--- src/hapm_pkg.sv ---
// Purpose: shared constants and carriers for the high address pin mux
// Assumes: 8-bit register port, one clock, synchronous reset
// Notes: register offsets and layouts below are local choices
package hapm_pkg;
	// register offsets
	localparam logic [3:0] ADDR_HACTL = 4'h0;
	localparam logic [3:0] ADDR_PDATA = 4'h1;
	localparam logic [3:0] ADDR_PDIR = 4'h2;
	localparam logic [3:0] ADDR_PULLUP = 4'h3;
	localparam logic [3:0] ADDR_MODE = 4'h4;
	localparam logic [3:0] ADDR_PIN = 4'h5;
	// field positions in the port 2 style registers
	localparam int BIT_PORT1_BIT7 = 6;
	localparam int NUM_PINS = 7;
	// reset values: single-chip mode with HACTL selecting address use, pins input, no pull-ups
	localparam logic [7:0] RST_HACTL = 8'h00;
	localparam logic [7:0] RST_PDATA = 8'h00;
	localparam logic [7:0] RST_PDIR = 8'h00;
	localparam logic [7:0] RST_PULLUP = 8'h00;
	localparam logic [7:0] RST_MODE = 8'h00;
	// per pin drive carrier
	typedef struct packed {
		logic out;
		logic oe_n;
		logic pull;
	} hapm_pin_t;
	// bus request carrier
	typedef struct packed {
		logic [3:0] addr;
		logic [7:0] wdata;
		logic wr;
		logic rd;
	} hapm_req_t;
endpackage

--- src/hapm_sync.sv ---
// Purpose: two-flop synchroniser for a group of pin inputs
// Assumes: one clock
// Notes: first stage feeds only the second stage
`timescale 1ns/1ps
`default_nettype none
module hapm_sync #(
	parameter int W = 7
) (
	// clock and reset
	input wire logic clk,
	input wire logic rst,
	// data
	input wire logic [W-1:0] async_in,
	output logic [W-1:0] sync_out
);
	logic [W-1:0] meta_q;
	// two stages, reset to zero
	always_ff @(posedge clk)
	begin
		if (rst)
		begin
			meta_q <= '0;
			sync_out <= '0;
		end
		else
		begin
			meta_q <= async_in;
			sync_out <= meta_q;
		end
	end
endmodule // hapm_sync
`default_nettype wire

--- src/hapm_top.sv ---
// Purpose: pin mux for upper address pins and address/data bit 15
// Assumes: pad cells resolve out/oe_n/pull; oe_n low drives the pin
// Notes: pins 0..5 are port 2 bits 0..5, pin 6 is port 1 bit 7
`timescale 1ns/1ps
`default_nettype none
module hapm_top (
	// clock and reset
	input wire logic CORE_CLK,
	input wire logic RESET,
	// register port
	input wire logic [3:0] REG_ADDR,
	input wire logic [7:0] REG_WDATA,
	input wire logic REG_WR,
	input wire logic REG_RD,
	output logic [7:0] REG_RDATA,
	// external bus core side
	input wire logic [21:16] HIGH_ADDR,
	input wire logic MUXED_ADDR_DATA_BIT15_OUT,
	input wire logic MUXED_ADDR_DATA_BIT15_OE,
	output logic MUXED_ADDR_DATA_BIT15_IN,
	// pads: port2 bits 0..5 then port1 bit 7
	input wire logic [6:0] PIN_IN,
	output logic [6:0] PIN_OUT,
	output logic [6:0] PIN_OE_N,
	output logic [6:0] PIN_PULL,
	// peripheral taps
	output logic CAPTURE0_SAMPLE_IN,
	output logic CAPTURE1_SAMPLE_IN
);
	logic [7:0] hactl_q, pdata_q, pdir_q, pull_q, mode_q;
	logic [7:0] rdata_d;
	logic [6:0] pin_s;
	logic ext_bus;
	logic [6:0] addr_sel;
	logic [6:0] addr_val;
	hapm_pkg::hapm_req_t req;
	hapm_pkg::hapm_pin_t pin_d [hapm_pkg::NUM_PINS];
	assign req = '{addr: REG_ADDR, wdata: REG_WDATA, wr: REG_WR, rd: REG_RD};
	// mode bit 0 set means external bus mode, clear single-chip
	assign ext_bus = mode_q[0];
	// pad inputs come from outside the clock domain
	hapm_sync #(.W(7)) u_sync (
		.clk(CORE_CLK),
		.rst(RESET),
		.async_in(PIN_IN),
		.sync_out(pin_s)
	);
	// register writes
	always_ff @(posedge CORE_CLK)
	begin
		if (RESET)
		begin
			hactl_q <= hapm_pkg::RST_HACTL;
			pdata_q <= hapm_pkg::RST_PDATA;
			pdir_q <= hapm_pkg::RST_PDIR;
			pull_q <= hapm_pkg::RST_PULLUP;
			mode_q <= hapm_pkg::RST_MODE;
		end
		else if (req.wr)
		begin
			case (req.addr)
				hapm_pkg::ADDR_HACTL: hactl_q <= {2'h0, req.wdata[5:0]};
				hapm_pkg::ADDR_PDATA: pdata_q <= {1'b0, req.wdata[6:0]};
				hapm_pkg::ADDR_PDIR: pdir_q <= {1'b0, req.wdata[6:0]};
				hapm_pkg::ADDR_PULLUP: pull_q <= {1'b0, req.wdata[6:0]};
				hapm_pkg::ADDR_MODE: mode_q <= {7'h00, req.wdata[0]};
				default: ;
			endcase
		end
	end
	// read decode; unmapped reads return zero
	assign rdata_d = !req.rd ? 8'h00 :
		(req.addr == hapm_pkg::ADDR_HACTL) ? hactl_q :
		(req.addr == hapm_pkg::ADDR_PDATA) ? pdata_q :
		(req.addr == hapm_pkg::ADDR_PDIR) ? pdir_q :
		(req.addr == hapm_pkg::ADDR_PULLUP) ? pull_q :
		(req.addr == hapm_pkg::ADDR_MODE) ? mode_q :
		(req.addr == hapm_pkg::ADDR_PIN) ? {1'b0, pin_s} : 8'h00;
	assign addr_sel[5:0] = ext_bus ? ~hactl_q[5:0] : 6'h00;
	// port 1 bit 7 is bus pin whenever the bus is on
	assign addr_sel[6] = ext_bus;
	assign addr_val = {MUXED_ADDR_DATA_BIT15_OUT, HIGH_ADDR[21:16]};
	// per pin mux, same structure for every pin
	generate
		for (genvar i = 0; i < hapm_pkg::NUM_PINS; i++)
		begin : g_pin
			// address use overrides port driver and pull-up
			// pull-up only on a port pin set as input
			// bit 15 drive follows the core direction
			assign pin_d[i].out = addr_sel[i] ? addr_val[i] : pdata_q[i];
			assign pin_d[i].oe_n = !addr_sel[i] ? ~pdir_q[i] :
				(i == hapm_pkg::BIT_PORT1_BIT7) ? ~MUXED_ADDR_DATA_BIT15_OE : 1'b0;
			assign pin_d[i].pull = addr_sel[i] ? 1'b0 : (pull_q[i] & ~pdir_q[i]);
			// registered pad drive
			always_ff @(posedge CORE_CLK)
			begin
				if (RESET)
				begin
					PIN_OUT[i] <= 1'b0;
					PIN_OE_N[i] <= 1'b1;
					PIN_PULL[i] <= 1'b0;
				end
				else
				begin
					PIN_OUT[i] <= pin_d[i].out;
					PIN_OE_N[i] <= pin_d[i].oe_n;
					PIN_PULL[i] <= pin_d[i].pull;
				end
			end
		end
	endgenerate
	// read data, capture taps and bus input registered
	always_ff @(posedge CORE_CLK)
	begin
		if (RESET)
		begin
			REG_RDATA <= 8'h00;
			CAPTURE0_SAMPLE_IN <= 1'b0;
			CAPTURE1_SAMPLE_IN <= 1'b0;
			MUXED_ADDR_DATA_BIT15_IN <= 1'b0;
		end
		else
		begin
			REG_RDATA <= rdata_d;
			// capture taps see the pin in every mode
			CAPTURE0_SAMPLE_IN <= pin_s[4];
			CAPTURE1_SAMPLE_IN <= pin_s[5];
			MUXED_ADDR_DATA_BIT15_IN <= pin_s[hapm_pkg::BIT_PORT1_BIT7];
		end
	end
	// checks
	a_addr_pin_drive: assert property (@(posedge CORE_CLK) disable iff (RESET)
		(ext_bus && !hactl_q[0]) |=> (PIN_OUT[0] == $past(HIGH_ADDR[16]) && !PIN_OE_N[0]))
		else $error("address bit 16 not driven");
	a_port_pin_drive: assert property (@(posedge CORE_CLK) disable iff (RESET)
		(ext_bus && hactl_q[1]) |=> (PIN_OUT[1] == $past(pdata_q[1])))
		else $error("port bit 1 not port data");
	a_bit20_drive: assert property (@(posedge CORE_CLK) disable iff (RESET)
		(ext_bus && !hactl_q[4]) |=> (PIN_OUT[4] == $past(HIGH_ADDR[20])))
		else $error("address bit 20 not driven");
	a_bit21_drive: assert property (@(posedge CORE_CLK) disable iff (RESET)
		(ext_bus && !hactl_q[5]) |=> (PIN_OUT[5] == $past(HIGH_ADDR[21])))
		else $error("address bit 21 not driven");
	a_p5_port: assert property (@(posedge CORE_CLK) disable iff (RESET)
		(ext_bus && hactl_q[5]) |=> (PIN_OE_N[5] == !$past(pdir_q[5])))
		else $error("port bit 5 direction wrong");
	a_single_chip: assert property (@(posedge CORE_CLK) disable iff (RESET)
		!ext_bus |=> (PIN_OUT[6] == $past(pdata_q[6])))
		else $error("bit 7 not port in single chip");
	a_bus15_dir: assert property (@(posedge CORE_CLK) disable iff (RESET)
		ext_bus |=> (PIN_OE_N[6] == !$past(MUXED_ADDR_DATA_BIT15_OE)))
		else $error("bus bit 15 direction wrong");
	a_pull_ctrl: assert property (@(posedge CORE_CLK) disable iff (RESET)
		(!ext_bus && pull_q[2] && !pdir_q[2]) |=> PIN_PULL[2])
		else $error("pull-up not applied");
	a_pull_ignored: assert property (@(posedge CORE_CLK) disable iff (RESET)
		(ext_bus && !hactl_q[3]) |=> !PIN_PULL[3])
		else $error("pull-up on address pin");
	a_capture_tap: assert property (@(posedge CORE_CLK) disable iff (RESET)
		1'b1 |=> (CAPTURE0_SAMPLE_IN == $past(pin_s[4])))
		else $error("capture 0 tap wrong");
	// address pin checks, one per high address bit 17 to 21
	a_bit17_drive: assert property (@(posedge CORE_CLK) disable iff (RESET)
		(ext_bus && !hactl_q[1]) |=> (PIN_OUT[1] == $past(HIGH_ADDR[17]) && !PIN_OE_N[1]))
		else $error("address bit 17 not driven");
	a_bit18_drive: assert property (@(posedge CORE_CLK) disable iff (RESET)
		(ext_bus && !hactl_q[2]) |=> (PIN_OUT[2] == $past(HIGH_ADDR[18]) && !PIN_OE_N[2]))
		else $error("address bit 18 not driven");
	a_bit19_drive: assert property (@(posedge CORE_CLK) disable iff (RESET)
		(ext_bus && !hactl_q[3]) |=> (PIN_OUT[3] == $past(HIGH_ADDR[19]) && !PIN_OE_N[3]))
		else $error("address bit 19 not driven");
	a_bit20_enable: assert property (@(posedge CORE_CLK) disable iff (RESET)
		(ext_bus && !hactl_q[4]) |=> !PIN_OE_N[4])
		else $error("address bit 20 not enabled");
	a_bit21_enable: assert property (@(posedge CORE_CLK) disable iff (RESET)
		(ext_bus && !hactl_q[5]) |=> !PIN_OE_N[5])
		else $error("address bit 21 not enabled");
	// port and pull-up checks
	a_p0_port: assert property (@(posedge CORE_CLK) disable iff (RESET)
		(ext_bus && hactl_q[0]) |=> (PIN_OE_N[0] == !$past(pdir_q[0])))
		else $error("port bit 0 direction wrong");
	a_p4_port: assert property (@(posedge CORE_CLK) disable iff (RESET)
		(ext_bus && hactl_q[4]) |=> (PIN_OUT[4] == $past(pdata_q[4])))
		else $error("port bit 4 not port data");
	a_single_dir: assert property (@(posedge CORE_CLK) disable iff (RESET)
		!ext_bus |=> (PIN_OE_N[6] == !$past(pdir_q[6])))
		else $error("bit 7 direction wrong in single chip");
	a_pull_output: assert property (@(posedge CORE_CLK) disable iff (RESET)
		pdir_q[2] |=> !PIN_PULL[2])
		else $error("pull-up on output pin");
	a_single_pull: assert property (@(posedge CORE_CLK) disable iff (RESET)
		(!ext_bus && !pull_q[6]) |=> !PIN_PULL[6])
		else $error("pull-up applied while off");
	a_bus_no_pull: assert property (@(posedge CORE_CLK) disable iff (RESET)
		ext_bus |=> !PIN_PULL[6])
		else $error("pull-up on bus bit 15");
	// bit 15 and tap checks
	a_bus15_out: assert property (@(posedge CORE_CLK) disable iff (RESET)
		ext_bus |=> (PIN_OUT[6] == $past(MUXED_ADDR_DATA_BIT15_OUT)))
		else $error("bus bit 15 out wrong");
	a_bus15_in: assert property (@(posedge CORE_CLK) disable iff (RESET)
		1'b1 |=> (MUXED_ADDR_DATA_BIT15_IN == $past(pin_s[6])))
		else $error("bus bit 15 in wrong");
	a_capture1_tap: assert property (@(posedge CORE_CLK) disable iff (RESET)
		1'b1 |=> (CAPTURE1_SAMPLE_IN == $past(pin_s[5])))
		else $error("capture 1 tap wrong");
endmodule // hapm_top
`default_nettype wire

--- config.mk ---
export PLATFORM = sky130hd
export DESIGN_NAME = hapm_top
export DESIGN_NICKNAME = d
export VERILOG_FILES = /design/src/hapm_pkg.sv /design/src/hapm_sync.sv /design/src/hapm_top.sv
export SDC_FILE = /design/constraint.sdc
export NUM_CORES = 1
export LEC_CHECK = 0
export ABC_AREA = 1
export BUFFER_PORTS_ARGS = -buffer_cell sky130_fd_sc_hd__buf_2
export CORE_AREA = 5 5 79 81
export DETAILED_ROUTE_END_ITERATION = 16
export DIE_AREA = 0 0 84 86
export PLACE_DENSITY = 0.71
export SLEW_MARGIN = 15
export SYNTH_ARGS = -nofsm -noshare
export SYNTH_HDL_FRONTEND = slang
export SYNTH_SLANG_ARGS = --single-unit
--- constraint.sdc ---
create_clock -name CORE_CLK -period 1.3 [get_ports CORE_CLK]
set_input_delay 0.195 -clock CORE_CLK [delete_from_list [all_inputs] [get_ports CORE_CLK]]
set_output_delay 0.195 -clock CORE_CLK [all_outputs]
set_load 0.005 [all_outputs]
==> out/qor.csv, run 1 <==
stage;metric;value;unit
routing;DRT met1 WL;2.83;mm
synth;Synth top area share;54.1;%
layout;non-filler instance count after layout;496;
floorplanning;die height;86;um
clocking;CTS clk-pin slew, worst paths;0.07;ns
grt;first-pass GRT wire length;10.7;mm
sta;post-route clock skew;0.00820;ns
sta;Tcrit/Tclk final;83.9;%
sta;fin crit period;1.09;ns
pwr;Leakage;1.56;nW
clocking;H-Tree Depth;3;
place;IO buf count;60;
synth;Yosys top cell by area;dfxtp_1;
routing;WL met2;3.14;mm
layout;area grow syn2layout;24.5;%
floorplanning;Die Width;84;um
floorplanning;core area;5410;um^2
grt;vias in the first global route;2338;
clocking;TritonCTS buffer count;9;
clocking;setup bufs post-CTS;0;
synth;Mapped Cells;340;
synth;top post-synthesis cells by count;dfxtp_1, inv_1, nor2_1;
clocking;Sink Count;73;
worst_setup_path;worst path required time;1.53;ns
synth;Mean Syn Cell Area;7.94;um^2
sta;Setup TNS;0;ns
grt;largest net degree at the start of global routing;19;
clocking;maximum buffer depth of the clock tree;2;
synth;number of enable flip-flop cells after synthesis;0;
routing;Post-Route WL;6.49;mm
sta;Max Freq;917;MHz
worst_setup_path;Worst Path Max Fanout;5;
floorplanning;I/O pins;63;
layout;fin util;62.2;%
routing;Max Used Layer;met4;
pwr;PwrDens;1260;nW/um^2
clocking;# hold bufs at CTS;0;
grt;total track usage;18.8;%
routing;via count;2465;
synth;sequential area share after synthesis;54.1;%
synth;most common cell in the netlist;dfxtp_1;
floorplanning;Die ar.;7220;um^2
routing;Vias/cell;4.97;
worst_hold_path;worst hold-check path type;in -> reg;
routing;average wire per standard cell;13.1;um
routing;metal3 WL;359;um
clocking;Root Driver;clkbuf_8;
routing;drt first pass iters;5;
clocking;CTS tree;done;
clocking;Resized cells post-CTS;0;
synth;Synth Warn #;0;
synth;synthesized area;2700;um^2
routing;DR DRC count;0;
synth;Async SR Flop Fraction;0;%
synth;synth unique cells;24;
synth;flops & latches, synth;73;
grt;initial antenna violation count;0;
grt;total congestion overflow;0;
worst_setup_path;Setup crit start kind;flip-flop;
sta;RSZ-0062 raised after global routing;false;
synth;ys flop type;dfxtp_1;
layout;layout cells sized above 1;25.9;%
run;number of max-cap violations;0;
floorplanning;Initial Util;49.9;%
routing;Detail Route Antenna Nets;0;
worst_setup_path;endpoint type of the worst setup path;flip-flop;
synth;Synth area leaders;dfxtp_1, inv_1, a21oi_1;
worst_setup_path;critical path arrival;1.32;ns
sta;final setup violation count;0;
worst_setup_path;CP Class;reg -> reg;
run_status;status;finished clean;
floorplanning;# rows;27;
sta;Max Slew Vio Count;0;
sta;Final Hold Vio Count;0;
pwr;Max IR drop VDD;0.000659;V
place;GPL Wtd Cong;0.838;
routing;DRT iter0 DRCs;113;
layout;Diodes inserted;0;
place;placed instance count;481;
clocking;Clock Latency Late Sink;0.34;ns
layout;Final #Nets;451;
place;DP HPWL;4.61;mm
sta;WHS;0.0528;ns
synth;Net Count, Synth;371;
## metal layers
| metal | GRT usage, % | vias up |
|---|---|---|
| li1 | - | 1243 |
| met1 | 22.7 | 1128 |
| met2 | 31.6 | 81 |
| met3 | 3.84 | 13 |
| met4 | 10.1 | 0 |
| met5 | 0 | - |
## cells by family (layout without fill, tap and decap cells)
group	after synthesis	in the layout	synth area share (%)
flops	73	73	54.1
other cells	1	1	0.139
compound gates	69	69	13.0
buf+inv	65	149	10.2
simple gates	132	132	22.5
## cells in the final DEF, fill, tap and decap left out, drive strengths merged
cell type	Yosys	final
a21oi	35	35
buf	7	82
clkbuf	6	13
clkinv	1	2
clkinvlp	0	1
conb	1	1
dfxtp	73	73
inv	51	51
nand2	42	42
nand3	36	36
nor2	47	47
nor3	7	7
o211ai	1	1
o21ai	33	33
## final timing paths
path / from / depth (start not counted) / slack [ns] / endpoint
worst max-delay path: mode_q[0] / 6 / 0.21 / PIN_OUT[3]
worst max register to register: mode_q[0] / 6 / 0.21 / PIN_OUT[3]
worst min-delay path: PIN_IN[5] / 3 / 0.05 / u_sync.meta_q[5]
worst min register to register: u_sync.meta_q[2] / 2 / 0.40 / u_sync.sync_out[2]
## layout make-up
cell class / instances / area (um^2)
Tap cell: 72 / 90.1
Timing Repair Buffer: 82 / 465
Inverter: 52 / 200
Clock buffer: 13 / 169
Multi-Input combinational cell: 202 / 962
Sequential cell: 73 / 1460
Clock inverter: 2 / 12.5
Fill cell: 489 / 2040
## sequential cells by signal (all words and copies together) (netlist names)
register / cells
mode_q: 1
CAPTURE0_SAMPLE_IN: 1
PIN_PULL: 7
pdir_q: 7
u_sync.meta_q: 7
REG_RDATA: 7
PIN_OUT: 7
u_sync.sync_out: 7
hactl_q: 6
CAPTURE1_SAMPLE_IN: 1
PIN_OE_N: 7
pull_q: 7
MUXED_ADDR_DATA_BIT15_IN: 1
pdata_q: 7
## through the flow
step | cell area, um^2 | setup slack [ns] | total power (W)
finish | 3360 | 0.209 | 0.00423
global route | 3360 | 0.0525 | 0.00441
CTS | 3360 | 0.228 | 0.00426
detailed placement | 3180 | 0.0971 | 0.00267
global placement | 3180 | 0.124 | 0.00267
floorplan | 2700 | 0.235 | 0.00252
## power by group
group / internal [W] / switching, W / total, W / leakage [nW]
registers: 0.00229 / 0.0000187 / 0.00231 / 0.593
clock network: 0.000836 / 0.000768 / 0.00160 / 0.0915
logic: 0.000124 / 0.000193 / 0.000317 / 0.872
total: 0.00325 / 0.000979 / 0.00423 / 1.56
## critical path, cell delays in order (launching register included)
cell and delay, ns:
dfxtp_1 0.37, clkinv_1 0.09, buf_4 0.17, nor2_1 0.08, inv_1 0.07, o21ai_0 0.14
a21oi_1 0.06
(Power assumes the default switching activity.)
==> inputs of run 2 (changes only) <==
- CORE_AREA: 5 5 79 81 -> 5 5 82 84
- DIE_AREA: 0 0 84 86 -> 0 0 87 89
- PLACE_DENSITY: 0.71 -> 0.69
- clock period: 1.3 -> 0.9 ns (I/O delays scaled with it)
==> run 2 against run 1 <==
Net effect: the flow now finishes with violations (negative setup slack); die area grew 7.2%; cell count grew 3.0%; hold slack worse by 0.034 ns; critical endpoint is now REG_RDATA[0]; sequential share of layout area shrank 2.8 points; global-route usage shrank 0.60 points; total power grew 48%; clock-buffer cell count fell by 2.
==> out/qor.csv, run 2 (synthesis results as in run 1) <==
stage;metric;value;unit;change
run_status;status;finished with violations;;was finished clean
run_status;failing checks;negative setup slack;;
clocking;TritonCTS buffer count;9;;unchanged
run;number of max-cap violations;0;;unchanged
worst_setup_path;Setup crit start kind;flip-flop;;unchanged
pwr;Pint;0.00480;W;was 0.00325 W
routing;Detail Route Antenna Nets;0;;unchanged
layout;commonest cells after routing, fill and taps aside;dfxtp_1, buf_2, inv_1;;unchanged
worst_setup_path;CP Class;reg -> reg;;unchanged
routing;drt first pass iters;4;;was 5
place;IO buf count;60;;unchanged
worst_setup_path;register-to-register setup slack;-0.005;ns;was 0.21 ns
pwr;combinational share of power;8.7;%;was 7.5%
clocking;CTS tree;done;;unchanged
sta;WHS;0.0190;ns;was 0.0528 ns
layout;area grow syn2layout;33.7;%;was 24.5%
place;Post-DP Area;3250;um^2;was 3180 um^2
sta;Tcrit/Tclk final;101;%;was 83.9%
grt;initial antenna violation count;0;;unchanged
clocking;maximum buffer depth of the clock tree;2;;unchanged
worst_setup_path;reg2reg start;mode_q[0];;unchanged
clocking;H-Tree Depth;3;;unchanged
pwr;NetSw;0.00148;W;was 0.000979 W
layout;Final #Nets;463;;was 451
pwr;Sw Share;23.5;%;was 23.2%
worst_setup_path;endpoint type of the worst setup path;flip-flop;;unchanged
sta;RSZ-0062 raised after global routing;true;;was false
worst_setup_path;slowest stage delay, CP;0.37;ns;about the same
layout;final non-filler cell area;3610;um^2;was 3360 um^2
grt;first-pass GRT wire length;10.9;mm;was 10.7 mm
layout;fin util;61.7;%;was 62.2%
floorplanning;# rows;28;;was 27
worst_setup_path;Slowest-stage cell, CP;dfxtp_4;;was dfxtp_1
layout;Diodes inserted;0;;unchanged
floorplanning;die height;89;um;was 86 um
floorplanning;Die ar.;7740;um^2;was 7220 um^2
pwr;PwrDens;1740;nW/um^2;was 1260 nW/um^2
grt;largest net degree at the start of global routing;28;;was 19
worst_setup_path;CP startpoint;mode_q[0];;unchanged
clocking;CTS clk-pin slew, worst paths;0.07;ns;about the same
pwr;Final Power;0.00627;W;was 0.00423 W
clocking;Root Driver;clkbuf_8;;unchanged
pwr;Clk pwr share;38.1;%;was 37.9%
floorplanning;core area;5850;um^2;was 5410 um^2
grt;vias in the first global route;2331;;was 2338
routing;via count;2482;;was 2465
pwr;Max IR drop VDD;0.00101;V;was 0.000659 V
worst_setup_path;worst path bufs/invs;1;;was 3
worst_setup_path;worst-path cell chain;buf_6 -> nand3_2 -> nand2_2 -> o21ai_2 -> nand2_1;;was clkinv_1 -> buf_4 -> nor2_1 -> inv_1 -> o21ai_0 -> a21oi_1
sta;Final Worst Setup Slack;-0.00525;ns;was 0.209 ns
worst_hold_path;worst hold-check path type;in -> reg;;unchanged
routing;Vias/cell;4.86;;was 4.97
routing;DRT iter0 DRCs;173;;was 113
sta;Final Hold Vio Count;0;;unchanged
clocking;Clock Latency Late Sink;0.34;ns;about the same
worst_setup_path;worst path required time;1.13;ns;was 1.53 ns
floorplanning;I/O pins;63;;unchanged
sta;final setup violation count;1;;was 0
clocking;Sink Count;73;;unchanged
worst_setup_path;critical path arrival;1.14;ns;was 1.32 ns
sta;fin crit period;0.905;ns;was 1.09 ns
routing;Post-Route WL;6.79;mm;was 6.49 mm
pwr;Leakage;1.63;nW;was 1.56 nW
place;DP HPWL;4.82;mm;was 4.61 mm
worst_setup_path;kind of cell adding the most delay to the critical path;flip-flops;;unchanged
floorplanning;Initial Util;46.1;%;was 49.9%
routing;DR DRC count;0;;unchanged
pwr;share of power burned in registers;53.1;%;was 54.6%
floorplanning;Die Width;87;um;was 84 um
sta;post-route clock skew;0.00683;ns;was 0.00820 ns
worst_hold_path;min-delay src;HIGH_ADDR[20];;was PIN_IN[5]
place;GPL Wtd Cong;0.890;;was 0.838
layout;layout cells sized above 1;32.6;%;was 25.9%
grt;total congestion overflow;0;;unchanged
grt;total track usage;18.2;%;was 18.8%
worst_setup_path;Worst Path Max Fanout;2;;was 5
sta;Max Freq;1100;MHz;was 917 MHz
sta;Max Slew Vio Count;0;;unchanged
routing;average wire per standard cell;13.3;um;was 13.1 um
layout;Fillers;514;;was 489
layout;commonest non-fill, non-tap cell in the layout;dfxtp_1;;unchanged
run 2: final cells by class:
class	count	area (um^2)	share of cell area, %
inverter	52	213	5.90
tap	75	93.8	2.60
timing repair buffer	94	604	16.8
clock inverter	4	45.0	1.25
multi-input combinational	202	1050	29.2
sequential	73	1470	40.7
clock buffer	11	131	3.64
run 2: worst reg2reg max path, cell delays in order, from the launching register on:
cell	delay (ns)
dfxtp_4	0.37
buf_6	0.12
nand3_2	0.06
nand2_2	0.06
o21ai_2	0.13
nand2_1	0.06
run 2: path summary, 6_finish.rpt:
check / endpoint / depth (start not counted)
worst max register to register: REG_RDATA[0] / 5
worst min register to register: u_sync.sync_out[2] / 2
worst min-delay path: PIN_OUT[4] / 3
worst max-delay path: REG_RDATA[0] / 5
run 2: timing repair:
item	CTS	global route
hold buffers	8	0
gates resized for setup	10	28
pin swaps	4	5
endpoints found under the hold margin	8	0
buffers inserted	1	0
setup endpoints to repair	33	57
run 2: power groups by stage:
| stage | clock [W] | sequential (W) | combinational [W] |
|---|---|---|---|
| 3_3_place_gp | 0 | 0.00341 | 0.000485 |
| 2_1_floorplan | 0 | 0.00341 | 0.000246 |
| 6_report | 0.00239 | 0.00333 | 0.000548 |
| 4_1_cts | 0.00242 | 0.00333 | 0.000530 |
| 3_5_place_dp | 0 | 0.00341 | 0.000497 |
| 5_1_grt | 0.00257 | 0.00334 | 0.000608 |
run 2: per-stage QoR:
step | setup WS, ns | setup TNS [ns] | std cells
after floorplan | -0.0154 | -0.151 | 340
after global placement | -0.206 | -6.81 | 487
after detailed placement | -0.261 | -8.66 | 487
after CTS | -0.0318 | -0.200 | 511
after global routing | -0.0468 | -0.596 | 511
final | -0.00525 | -0.00525 | 511
run 2: metal layers:
layer,GRT usage [%],vias up,wire [um]
met5,0,-,0
met4,5.52,0,96
met3,4.24,11,363
met2,31.5,62,3340
met1,22.5,1143,2990
li1,-,1266,-
